===== config.mk =====
export PLATFORM = sky130hd
export DESIGN_NAME = pll_ports_and_dividers
export DESIGN_NICKNAME = d
export VERILOG_FILES = /design/src/core/pll_ports_pkg.sv /design/src/core/output_divider.sv /design/src/core/pll_ports_and_dividers.sv
export SDC_FILE = /design/constraint.sdc
export NUM_CORES = 1
export LEC_CHECK = 0
export CELL_PAD_IN_SITES_DETAIL_PLACEMENT = 1
export CELL_PAD_IN_SITES_GLOBAL_PLACEMENT = 1
export CORE_MARGIN = 3
export CORE_UTILIZATION = 45
export CTS_BUF_LIST = sky130_fd_sc_hd__clkbuf_4
export DETAILED_ROUTE_END_ITERATION = 7
export DONT_BUFFER_PORTS = 1
export GPL_ROUTABILITY_DRIVEN = 0
export GPL_TIMING_DRIVEN = 0
export PLACE_DENSITY = 0.86
export SETUP_SLACK_MARGIN = 0.02
export SKIP_LAST_GASP = 1
export SLEW_MARGIN = 20
export SYNTH_ARGS = -nofsm -noshare
export SYNTH_HDL_FRONTEND = slang
export SYNTH_SLANG_ARGS = --single-unit

===== constraint.sdc =====
create_clock -name MCLK -period 4.5 [get_ports MCLK]
set_input_delay 0.9 -clock MCLK [delete_from_list [all_inputs] [get_ports MCLK]]
set_output_delay 0.9 -clock MCLK [all_outputs]
set_load 0.01 [all_outputs]

===== src/core/pll_ports_pkg.sv =====
/*
  Constants, mode codes and limits shared by the loop model and its output dividers.
  Assumes one 250 MHz clock and synchronous reference inputs sampled on it.
*/
// Operation
// Swap request high starts a switch between the two reference inputs.
// Loop reset high resets the loop and resynchronizes every divider output.
// Detector outputs steer the oscillator only while the gate enable is high.
// Five output dividers; only the first also feeds the external clock pin.
// Two failed bits, one per reference: 0 toggling, 1 stopped.
// Active-high lock flag from the lock detector goes to core logic.
// Selected reference indicator: low for primary, high for secondary.
// One prescaler and one feedback multiplier, each 1 through 512.
// Prescaler divides frequency only; no high or low time applied.
// Output divider 1-512 at 50% duty, 1-256 for other duty.
// Output divide ratio equals high count plus low count.
// Oscillator = input times multiplier over prescaler; outputs divide it further.
// Each output clock has its own divider fed from the shared oscillator.
// Other party feeds references only from clock pins, loops or pin-driven nets.
// Up to four feedback modes, each keeping multiply, divide and duty control.
// During loop reset dividers held, outputs low, lock low; relock afterwards.
// Selected input low about two periods sets its failed bit and switches.
// Gate disabled: oscillator holds control, keeps running; lock untrusted.
// Oscillator modelled as accumulator tracking multiplier and prescaler; lock after settling.
package pll_ports_pkg;
  localparam int NUM_OUTPUTS = 5;
  localparam int CNT_W = 9;
  localparam int TOTAL_W = 10;
  localparam logic [TOTAL_W-1:0] MAX_TOTAL_EVEN = 10'h0200;
  localparam logic [TOTAL_W-1:0] MAX_TOTAL_ODD = 10'h0100;
  localparam int NCO_W = 32;
  localparam logic [NCO_W-1:0] NCO_NOMINAL = 32'h1000_0000;
  localparam logic [NCO_W-1:0] NCO_STEP = 32'h0001_0000;
  localparam logic [NCO_W-1:0] NCO_MAX = 32'h8000_0000;
  localparam int SINCE_W = 16;
  localparam logic [SINCE_W-1:0] SINCE_MAX = 16'hFFFF;
  localparam int MISS_PERIODS = 2;
  localparam int LOCK_W = 16;
  localparam logic [LOCK_W-1:0] LOCK_SETTLE = 16'h0010;

  typedef enum logic [3:0] {
    MODE_SOURCE_SYNC = 4'b0001,
    MODE_NO_COMP = 4'b0010,
    MODE_NORMAL = 4'b0100,
    MODE_ZERO_DELAY = 4'b1000
  } fb_mode_t;
endpackage


===== src/core/output_divider.sv =====
/*
  One post-scale divider: counts oscillator ticks through a high then a low phase.
  Assumes the tick is a one-cycle pulse and counts are stable while running.
*/
`timescale 1ns/1ps
module output_divider #(
  parameter int W = pll_ports_pkg::CNT_W
) (
  input wire logic clk,
  input wire logic rst_b,
  input wire logic hold,
  input wire logic tick,
  input wire logic [W-1:0] high_cnt,
  input wire logic [W-1:0] low_cnt,
  output logic clk_d,
  output logic clk_q,
  output logic cfg_bad
);
  // ==========================================================
  // Configuration check
  logic [W:0] total;
  logic unequal;
  assign total = {1'b0, high_cnt} + {1'b0, low_cnt};
  assign unequal = (high_cnt != low_cnt);
  assign cfg_bad = (total == '0) || (total > pll_ports_pkg::MAX_TOTAL_EVEN) ||
                   (unequal && (total > pll_ports_pkg::MAX_TOTAL_ODD));

  // ==========================================================
  // Phase counting
  logic phase_q, phase_d;
  logic [W-1:0] cnt_q, cnt_d;
  logic [W-1:0] limit;
  logic [W-1:0] other;
  logic last;
  logic stop;
  assign limit = phase_q ? high_cnt : low_cnt;
  assign other = phase_q ? low_cnt : high_cnt;
  assign last = ({1'b0, cnt_q} + 1'b1) >= {1'b0, limit};
  assign stop = hold || cfg_bad;
  assign cnt_d = stop ? '0 : (tick ? (last ? '0 : cnt_q + 1'b1) : cnt_q);
  assign phase_d = stop ? (high_cnt != '0) :
                   ((tick && last && other != '0) ? ~phase_q : phase_q);
  // Ratio 1 passes the oscillator tick straight through
  assign clk_d = stop ? 1'b0 : ((total == 1) ? tick : phase_d);

  always_ff @(posedge clk) begin
    if (!rst_b) begin
      phase_q <= 1'b1;
      cnt_q <= '0;
      clk_q <= 1'b0;
    end else begin
      phase_q <= phase_d;
      cnt_q <= cnt_d;
      clk_q <= clk_d;
    end
  end
endmodule // output_divider


===== src/core/pll_ports_and_dividers.sv =====
/*
  Digital model of the loop: reference monitor and switchover, prescaler,
  feedback multiplier, accumulator oscillator, lock detector, five output dividers.
  Assumes all inputs are synchronous to MCLK; reference edges are far slower than MCLK.
*/
`timescale 1ns/1ps
module pll_ports_and_dividers #(
  parameter int N_OUT = pll_ports_pkg::NUM_OUTPUTS,
  parameter int W = pll_ports_pkg::CNT_W,
  parameter logic [pll_ports_pkg::LOCK_W-1:0] LOCK_COUNT = pll_ports_pkg::LOCK_SETTLE
) (
  input wire logic MCLK,
  input wire logic RST_B,
  input wire logic REF_CLOCK_PRIMARY,
  input wire logic REF_CLOCK_SECONDARY,
  input wire logic SWAP_REQ,
  input wire logic LOOP_RESET,
  input wire logic DETECT_GATE_EN,
  input wire logic [3:0] FB_MODE,
  input wire logic EXT_OUT_EN,
  input wire logic [W-1:0] PRESCALE,
  input wire logic [W-1:0] MULTIPLY,
  input wire logic [N_OUT*W-1:0] DIV_HIGH,
  input wire logic [N_OUT*W-1:0] DIV_LOW,
  output logic [N_OUT-1:0] CLK_OUT,
  output logic EXT_CLK_OUT,
  output logic [1:0] REF_FAILED,
  output logic REF_SELECTED,
  output logic LOCKED,
  output logic [N_OUT-1:0] DIV_CFG_ERR,
  output logic [3:0] FB_MODE_ACTIVE
);
  // ==========================================================
  // Loop reset
  logic loop_rst;
  assign loop_rst = LOOP_RESET;

  // ==========================================================
  // Reference monitors, one per input
  logic [1:0] ref_in;
  logic [1:0] ref_prev_q;
  logic [1:0] ref_rise;
  logic [1:0] bad_q;
  assign ref_in = {REF_CLOCK_SECONDARY, REF_CLOCK_PRIMARY};
  assign ref_rise = ref_in & ~ref_prev_q;

  for (genvar i = 0; i < 2; i++) begin : g_mon
    logic [pll_ports_pkg::SINCE_W-1:0] since_q;
    logic [pll_ports_pkg::SINCE_W-1:0] period_q;
    logic [pll_ports_pkg::SINCE_W:0] miss_lim;
    logic stopped;
    logic fail_q;
    // Product is cut back to the counter width plus one carry bit
    assign miss_lim = (pll_ports_pkg::SINCE_W + 1)'({1'b0, period_q} * pll_ports_pkg::MISS_PERIODS);
    assign bad_q[i] = fail_q;
    assign stopped = (since_q == pll_ports_pkg::SINCE_MAX) ||
                     ((period_q != '0) && ({1'b0, since_q} >= miss_lim));
    always_ff @(posedge MCLK) begin
      if (!RST_B) begin
        since_q <= '0;
        period_q <= '0;
        fail_q <= 1'b0;
      end else begin
        since_q <= ref_rise[i] ? '0 :
                   (since_q == pll_ports_pkg::SINCE_MAX ? since_q : since_q + 1'b1);
        if (ref_rise[i])
          period_q <= since_q + 1'b1;
        fail_q <= ref_rise[i] ? 1'b0 : stopped;
      end
    end
  end

  // ==========================================================
  // Switchover
  logic sel_q;
  logic swap_prev_q;
  logic swap_rise;
  logic auto_sw;
  logic do_switch;
  assign swap_rise = SWAP_REQ && !swap_prev_q;
  assign auto_sw = bad_q[sel_q] && !bad_q[~sel_q];
  assign do_switch = swap_rise || auto_sw;

  always_ff @(posedge MCLK) begin
    if (!RST_B) begin
      ref_prev_q <= '0;
      swap_prev_q <= 1'b0;
      sel_q <= 1'b0;
    end else begin
      ref_prev_q <= ref_in;
      swap_prev_q <= SWAP_REQ;
      if (do_switch)
        sel_q <= ~sel_q;
    end
  end

  // ==========================================================
  // Prescaler and feedback multiplier (0 encodes 512)
  logic restart;
  logic [W-1:0] n_cnt_q;
  logic [W-1:0] m_cnt_q;
  logic [W-1:0] n_last;
  logic [W-1:0] m_last;
  logic ref_evt;
  logic fb_evt;
  logic vco_tick;
  assign restart = loop_rst || do_switch;
  assign n_last = PRESCALE - 1'b1;
  assign m_last = MULTIPLY - 1'b1;
  // Prescaler counts edges only, so duty never enters it
  assign ref_evt = ref_rise[sel_q] && (n_cnt_q == n_last);
  assign fb_evt = vco_tick && (m_cnt_q == m_last);

  always_ff @(posedge MCLK) begin
    if (!RST_B || restart) begin
      n_cnt_q <= '0;
      m_cnt_q <= '0;
    end else begin
      if (ref_rise[sel_q])
        n_cnt_q <= ref_evt ? '0 : n_cnt_q + 1'b1;
      if (vco_tick)
        m_cnt_q <= fb_evt ? '0 : m_cnt_q + 1'b1;
    end
  end

  // ==========================================================
  // Oscillator and detector
  logic [pll_ports_pkg::NCO_W-1:0] acc_q;
  logic [pll_ports_pkg::NCO_W-1:0] ctrl_q;
  logic [pll_ports_pkg::NCO_W:0] acc_sum;
  logic [1:0] fb_seen_q;
  logic [1:0] fb_seen_now;
  logic speed_up;
  logic slow_down;
  logic in_step;
  logic steer;
  assign acc_sum = {1'b0, acc_q} + {1'b0, ctrl_q};
  assign vco_tick = acc_sum[pll_ports_pkg::NCO_W] && !loop_rst;
  assign fb_seen_now = (fb_evt && fb_seen_q != 2'h2) ? fb_seen_q + 1'b1 : fb_seen_q;
  assign steer = ref_evt && DETECT_GATE_EN;
  assign speed_up = steer && (fb_seen_now == 2'h0) && (ctrl_q < pll_ports_pkg::NCO_MAX);
  assign slow_down = steer && (fb_seen_now == 2'h2) && (ctrl_q > pll_ports_pkg::NCO_STEP);
  assign in_step = steer && (fb_seen_now == 2'h1);

  always_ff @(posedge MCLK) begin
    if (!RST_B || loop_rst) begin
      acc_q <= '0;
      ctrl_q <= pll_ports_pkg::NCO_NOMINAL;
      fb_seen_q <= '0;
    end else begin
      // Keeps running on held control while the gate is low
      acc_q <= acc_sum[pll_ports_pkg::NCO_W-1:0];
      fb_seen_q <= (ref_evt || do_switch) ? 2'h0 : fb_seen_now;
      if (speed_up)
        ctrl_q <= ctrl_q + pll_ports_pkg::NCO_STEP;
      else if (slow_down)
        ctrl_q <= ctrl_q - pll_ports_pkg::NCO_STEP;
    end
  end

  // ==========================================================
  // Lock detector
  logic [pll_ports_pkg::LOCK_W-1:0] good_q;
  logic lock_q;
  always_ff @(posedge MCLK) begin
    if (!RST_B || restart || bad_q[sel_q]) begin
      good_q <= '0;
      lock_q <= 1'b0;
    end else if (in_step) begin
      if (good_q != LOCK_COUNT)
        good_q <= good_q + 1'b1;
      lock_q <= (good_q + 1'b1) >= LOCK_COUNT;
    end else if (speed_up || slow_down) begin
      good_q <= '0;
      lock_q <= 1'b0;
    end
  end

  // ==========================================================
  // Output dividers
  logic [N_OUT-1:0] div_next;
  logic [N_OUT-1:0] div_bad;
  for (genvar k = 0; k < N_OUT; k++) begin : g_div
    output_divider #(.W(W)) u_div (
      .clk(MCLK),
      .rst_b(RST_B),
      .hold(loop_rst),
      .tick(vco_tick),
      .high_cnt(DIV_HIGH[k*W +: W]),
      .low_cnt(DIV_LOW[k*W +: W]),
      .clk_d(div_next[k]),
      .clk_q(),
      .cfg_bad(div_bad[k])
    );
  end

  // ==========================================================
  // Status and clock outputs
  always_ff @(posedge MCLK) begin
    if (!RST_B) begin
      CLK_OUT <= '0;
      EXT_CLK_OUT <= 1'b0;
      REF_FAILED <= '0;
      REF_SELECTED <= 1'b0;
      LOCKED <= 1'b0;
      DIV_CFG_ERR <= '0;
      FB_MODE_ACTIVE <= pll_ports_pkg::MODE_NORMAL;
    end else begin
      CLK_OUT <= div_next;
      EXT_CLK_OUT <= EXT_OUT_EN && div_next[0];
      REF_FAILED <= bad_q;
      REF_SELECTED <= sel_q;
      LOCKED <= lock_q && !loop_rst;
      DIV_CFG_ERR <= div_bad;
      if (loop_rst && ($onehot(FB_MODE)))
        FB_MODE_ACTIVE <= FB_MODE;
    end
  end
endmodule // pll_ports_and_dividers


==> results of run 1 <==
## cells in the final DEF, fill, tap and decap left out, drive strengths merged, types with 8 or more instances in the layout
cell,count
inv,98
nand3,75
ha,155
xor2,91
nand3b,25
o21ai,97
o211ai,17
nor2b,12
mux2i,65
o21a,20
nor3,54
nor2,163
or2,10
o31ai,16
nand2b,31
a2111oi,12
and2,18
o22ai,33
or4,9
a21o,25
clkbuf,137
nor3b,10
a22oi,9
nand2,169
or3,16
a31oi,19
and3,62
a211oi,19
xnor2,58
a21oi,124
a211o,8
nand4,29
nor4,39
clkinv,27
dfxtp,208
mux2,11
## area by class of cell
| cell class | count | area, um^2 |
|---|---|---|
| clock inverter | 26 | 106 |
| buffer | 60 | 240 |
| antenna | 1 | 2.50 |
| sequential | 208 | 4160 |
| inverter | 100 | 375 |
| tap | 455 | 569 |
| multi-input combinational | 1605 | 11200 |
| fill | 4308 | 17500 |
| clock buffer | 84 | 631 |
## cell families after synthesis
| logic type | count (synthesis) | synth area share, % |
|---|---|---|
| mux | 76 | 4.86 |
| compound gates | 478 | 20.3 |
| flops | 208 | 26.0 |
| simple gates | 740 | 23.8 |
| xor+xnor | 149 | 8.20 |
| fa+ha+maj | 162 | 13.0 |
| buf+inv | 161 | 3.84 |
## repair_timing
item                                    CTS  global route
endpoints found under the setup margin   15            13
endpoints found under the hold margin     0             0
resized for setup                         1             4
setup buffers                             0             0
## state kept, by name, summed over array words and instances, names as in the netlist, 5 cells and up
register             cells
acc_q                   16
ctrl_q                  16
good_q                  16
g_div.u_div.cnt_q       45
m_cnt_q                  9
CLK_OUT                  5
g_div.u_div.phase_q      5
g_mon.since_q           32
g_mon.period_q          32
DIV_CFG_ERR              5
n_cnt_q                  9
## path summary, 6_finish.rpt
| path | startpoint | to | slack, ns | cells past startpoint |
|---|---|---|---|---|
| max | ctrl_q[16] | g_div[0].u_div.phase_q | 0.38 | 13 |
| min | SWAP_REQ | swap_prev_q | 0.32 | 1 |
| max reg2reg | ctrl_q[16] | g_div[0].u_div.phase_q | 0.38 | 13 |
| min reg2reg | g_div[3].u_div.cnt_q[1] | g_div[3].u_div.cnt_q[1] | 0.50 | 2 |
## through the flow
stage / hold slack [ns] / setup WS, ns / cell area, um^2 / util (%)
after global placement: 0.447 / -0.764 / 16600 / 47.6
after global routing: 0.277 / 0.0752 / 17300 / 49.8
final: 0.319 / 0.379 / 17300 / 49.8
after CTS: 0.267 / 0.236 / 17300 / 49.7
after detailed placement: 0.489 / -0.864 / 16600 / 47.6
after floorplan: 0.427 / 0.690 / 16000 / -
## power groups by stage
stage	Combinational, mW	Sequential (mW)	Clock (mW)
floorplan	0.508	1.92	0
global placement	0.634	1.93	0
detailed placement	0.671	1.93	0
CTS	0.677	1.89	1.79
global route	0.757	1.89	1.90
finish	0.683	1.89	1.74
## routing by layer
layer | GRT usage, % | vias to the layer above
met2 | 46.0 | 343
met4 | 7.02 | 0
li1 | - | 7424
met1 | 30.5 | 7547
met3 | 4.40 | 74
met5 | 0 | -
==> key figures, run 1 <==
Outcome
  – Status: finished, final reports clean

Synthesis
  – Synthesized area per cell: 8.11 um^2
  – Syn Inst Count: 1974
  – Top post-synthesis cells by count: 208 x dfxtp_1, 168 x nand2_1, 163 x nor2_1
  – Cell taking the most area after synthesis: dfxtp_1
  – Top FF cell, synth: dfxtp_1
  – Mapped Area: 16000 um^2
  – Synth Warn #: 0
  – Count leader, synth: dfxtp_1
  – FFs w/ async S/R, synth: 0%
  – Post-synth EDFFs: 0
  – Syn_nets: 2256
  – Main area contributors after synthesis: dfxtp_1 26%, ha_1 12%, xor2_1 5.0%
  – Flops & latches, synth: 208
  – Sequential area share after synthesis: 26.0%
  – Synth cell types: 100
  – Synth top area share: 26.0%

Floorplan
  – Die W: 195 um
  – Std-Cell Rows: 68
  – Die height: 195 um
  – Top Ports: 139
  – Full die area: 37900 um^2
  – Core area: 34800 um^2
  – Initial core utilization: 46.0%

Power and ir drop
  – Pwr per Cell Area: 249 nW/um^2
  – Total power: 4.31 mW
  – Clk network pwr share: 40.3%
  – Switching share of power: 30.3%
  – Leak pwr: 7.28 nW
  – Psw: 1.31 mW
  – Combinational power share: 15.8%
  – Int Pwr: 3.00 mW
  – Seq pwr share: 43.8%
  – Worst IR Drop VDD: 135 uV

Timing
  – Layout Skew: 0.0370 ns
  – Period minus WS final: 4.12 ns
  – Max Slew Vio Count: 0
  – Slew HR: 36.4%
  – Setup_tns: 0 ns
  – # setup viols final: 0
  – Final hold violations: 0
  – Unrepaired setup endpoints after global routing: false
  – Fmax: 243 MHz
  – Final Cycle Share: 91.6%
  – Actual slew at the worst max-slew pin: 0.955 ns

Clocking
  – CTS tree: yes
  – Deepest clock path buffer count: 3
  – H-tree levels: 2
  – Clk Latency, worst-skew pair: 0.72 ns
  – CTS Buf Count: 59
  – Num Clock Sinks: 208
  – CTS Hold Bufs: 0
  – Clk slew on worst S/H paths: 0.07 ns
  – Clock root buffer: clkbuf_4

Place
  – # placed instances: 2429
  – Post-DP HPWL: 38.1 mm
  – IO Port Bufs: 0

Detailed routing
  – Metal3 WL: 2.33 mm
  – Top sig layer: met4
  – Total wire length: 49.2 mm
  – DRC: 0
  – Routed wl met2: 24.6 mm
  – WL/cell: 19.4 um
  – Initial drt markers: 728
  – Via count: 15.4k
  – Post-route ant nets: 0
  – Drt via density: 6.06
  – Met1 WL: 21.2 mm
  – Detailed Routing Iterations Pass 1: 6

Worst setup path
  – Critical path buffer and inverter count: 2
  – Critical Path AT: 4.66 ns
  – CP max FO: 19
  – Critical Path Most Common Cell: a21oi_1
  – Kind of critical path: register to register
  – Crit-path cells: ha_1, fa_1, a21oi_1, o211ai_1, o31ai_1, a21o_1, and2_1, clkbuf_1, clkbuf_4, a21oi_1, a221o_1, a32oi_1, nand2_1
  – CP Launch Type: register
  – Top Family by Delay on Critical Path: compound AO/OA/AOI/OAI gates
  – Critical path required time: 5.04 ns
  – Slowest stage delay, CP: 0.47 ns
  – Critical-path top delay cell: clkbuf_4
  – Worst Setup End Kind: register

Global routing
  – Remaining Overflow, GRT: 0
  – GRT Overall Usage: 25.2%
  – Number of global-route vias before repair: 16.5k
  – Global-route wire length before repair: 81.5 mm
  – Largest net degree at the start of global routing: 20
  – Initial antenna violation count: 1

Worst hold path
  – Worst min path class: input pin to register

Final layout
  – Nets: 2316
  – Area grow syn2layout: 8.22%
  – Fin cells: 2539
  – Share of cells above drive strength 1: 6.87%

Run
  – Max cap viols: 0
No activity file was read; power rests on OpenSTA's default activity.
==> run 2: changes to the inputs <==
--- a/config.mk
+++ b/config.mk
@@ -8,5 +8,4 @@
 export CELL_PAD_IN_SITES_DETAIL_PLACEMENT = 1
 export CELL_PAD_IN_SITES_GLOBAL_PLACEMENT = 1
-export CORE_MARGIN = 3
 export CORE_UTILIZATION = 45
 export CTS_BUF_LIST = sky130_fd_sc_hd__clkbuf_4
@@ -15,5 +14,5 @@
 export GPL_ROUTABILITY_DRIVEN = 0
 export GPL_TIMING_DRIVEN = 0
-export PLACE_DENSITY = 0.86
+export PLACE_DENSITY = 0.89
 export SETUP_SLACK_MARGIN = 0.02
 export SKIP_LAST_GASP = 1
==> constraint.sdc (replaced) <==
create_clock -name MCLK -period 3.4 [get_ports MCLK]
set_input_delay 0.34 -clock MCLK [delete_from_list [all_inputs] [get_ports MCLK]]
set_output_delay 0.34 -clock MCLK [all_outputs]
set_load 0.01 [all_outputs]
==> run 2 against run 1 <==
  * Worst hold slack lost 0.24 ns
  * First-iteration DRC count increased by 18%
  * Clock-buffer cell count fell by 3
  * Fmax up 27%
  * Combinational power rose by 37%
  * Clock skew is 0.020 ns higher
  * Routed wire length up 3.4%
  * Critical path depth unchanged
  * Via count is 2.3% higher
  * Critical path type unchanged
  * Critical endpoint is now ctrl_q[21]
  * Largest power group unchanged
==> key figures, run 2 (synthesized netlist as in run 1, its figures left out) <==
Worst setup path
  – Critical Path End: ctrl_q[21]
  – Critical Path AT: 3.86 ns
  – Crit path from: ctrl_q[16]
  – Kind of critical path: register to register
  – R2R cell count: 13
  – CP max FO: 7
  – Reg-to-Reg End: ctrl_q[21]
  – Critical path required time: 4.02 ns
  – CP Launch Type: register
  – Worst R2R Setup Slack: 0.16 ns
  – Worst Setup End Kind: register
  – Worst R2R Start: ctrl_q[16]

Final layout
  – Leading registers by flop count: g_div.u_div.cnt_q x45, g_mon.period_q x32, g_mon.since_q x32
  – Share of cells above drive strength 1: 9.69%
  – Commonest non-fill, non-tap cell in the layout: dfxtp_1
  – Area grow syn2layout: 11.7%
  – # fillers: 4263
  – Nets: 2346
  – Commonest non-fill, non-tap cells in the layout: 200 x dfxtp_1, 166 x nand2_1, 160 x nor2_1, 151 x ha_1, 120 x a21oi_1
  – Biggest register: g_div.u_div.cnt_q
  – Max reg flops: 45

Power and ir drop
  – Switching share of power: 30.5%
  – Pwr per Cell Area: 318 nW/um^2
  – Psw: 1.73 mW
  – Int Pwr: 3.96 mW
  – Leak pwr: 7.48 nW
  – Total power: 5.69 mW
  – Clk network pwr share: 39.5%
  – Seq pwr share: 44.1%
  – Worst IR Drop VDD: 203 uV
  – Combinational power share: 16.4%

Detailed routing
  – DRC: 0
  – Drt via density: 6.14
  – Met1 WL: 21.6 mm
  – Detailed Routing Iterations Pass 1: 5
  – Post-route ant nets: 0
  – Initial drt markers: 862
  – Top sig layer: met4
  – WL/cell: 19.8 um
  – Metal3 WL: 2.19 mm
  – Total wire length: 50.8 mm
  – Via count: 15.7k
  – Routed wl met2: 25.9 mm

Global routing
  – Remaining Overflow, GRT: 0
  – GRT Overall Usage: 27.4%
  – Largest net degree at the start of global routing: 18
  – Initial antenna violation count: 1
  – Global-route wire length before repair: 82.1 mm
  – Number of global-route vias before repair: 16.8k

Timing
  – Slew HR: 31.8%
  – Final Cycle Share: 95.3%
  – Fmax: 309 MHz
  – Final WS setup: 0.159 ns
  – # setup viols final: 0
  – Final hold violations: 0
  – Layout Skew: 0.0570 ns
  – Setup_tns: 0 ns
  – Actual slew at the worst max-slew pin: 0.998 ns
  – Max Slew Vio Count: 0
  – Period minus WS final: 3.24 ns

Place
  – IO Port Bufs: 0
  – Post-DP HPWL: 37.8 mm
  – Pre-CTS setup slack: -1.47 ns

Floorplan
  – Core area: 34800 um^2
  – Std-Cell Rows: 68
  – Top Ports: 139
  – Die W: 191 um
  – Full die area: 36300 um^2
  – Die height: 191 um
  – Initial core utilization: 46.0%

Clocking
  – Num Clock Sinks: 208
  – CTS Buf Count: 59
  – Clk Latency, worst-skew pair: 0.73 ns
  – Clock root buffer: clkbuf_4
  – Clk slew on worst S/H paths: 0.07 ns
  – CTS tree: yes
  – Deepest clock path buffer count: 3
  – H-tree levels: 2

Worst hold path
  – Worst min path class: input pin to register
  – Worst hold start: DIV_LOW[13]

Run
  – Max cap viols: 0

Outcome
  – Status: finished, final reports clean
run 2: changes by cell type in the layout (fill, tap and decap cells not counted), moves of 5 or more:
cell	change
buf_4	+14
dfxtp_2	+7
clkinv_1	-5
and3_1	-6
clkbuf_1	-9
dfxtp_1	-8
dlygate4sd3_1	+21
run 2: layout make-up:
| type | instances | area, um^2 | area share, % |
|---|---|---|---|
| buffer | 56 | 262 | 1.46 |
| antenna | 2 | 5.00 | 0.0280 |
| tap | 455 | 569 | 3.18 |
| clock buffer | 81 | 608 | 3.40 |
| timing repair buffer | 34 | 308 | 1.72 |
| inverter | 100 | 377 | 2.11 |
| sequential | 208 | 4180 | 23.4 |
| multi-input combinational | 1605 | 11500 | 64.2 |
| clock inverter | 22 | 98.8 | 0.553 |
run 2: metal layers:
layer / global-route usage [%] / vias up
met2: 50.2 / 375
met5: 0 / -
met3: 4.25 / 87
li1: - / 7473
met1: 32.2 / 7810
met4: 8.68 / 0
run 2: repair_timing:
| action | 4_1_cts | 5_1_grt |
|---|---|---|
| resized for setup | 42 | 42 |
| endpoints found under the hold margin | 15 | 0 |
| setup buffers | 4 | 9 |
| hold buffers | 21 | 0 |
| setup endpoints to repair | 96 | 87 |
| pin swaps | 5 | 11 |
run 2: worst min-delay path by stage:
stage	endpoint	slack, ns	cells after the start
floorplan	g_mon[0].period_q[15]	0.43	2
global placement	g_mon[1].period_q[15]	0.45	2
detailed placement	g_mon[0].period_q[15]	0.47	2
CTS	CLK_OUT[1]	0.03	5
global route	g_div[1].u_div.phase_q	0.06	5
finish	g_div[1].u_div.phase_q	0.07	5
run 2: power groups by stage:
stage	clock network, mW	registers (mW)	logic, mW
after global routing	2.42	2.51	1.03
after CTS	2.29	2.50	0.912
final	2.25	2.51	0.933
after floorplan	0	2.54	0.672
after global placement	0	2.55	0.831
after detailed placement	0	2.56	0.882
run 2: per-stage QoR:
step | cell area [um^2] | hold slack, ns | instances | util (%)
2_1_floorplan | 16000 | 0.427 | 1974 | -
4_1_cts | 17700 | 0.0281 | 2556 | 50.8
6_report | 17900 | 0.0739 | 2563 | 51.4
5_1_grt | 17900 | 0.0638 | 2562 | 51.4
3_5_place_dp | 16600 | 0.473 | 2429 | 47.6
3_3_place_gp | 16600 | 0.455 | 2429 | 47.6
run 2: critical path, stage by stage (launching register included):
cell and delay (ns):
dfxtp_2 0.38, ha_1 0.20, fa_2 0.24, a21oi_2 0.07, o211ai_1 0.34, o31ai_2 0.09, buf_4 0.16, a21o_1 0.20
buf_4 0.16, a21oi_4 0.28, nand4_2 0.26, a2111oi_1 0.49, a21oi_1 0.11, mux2i_1 0.14
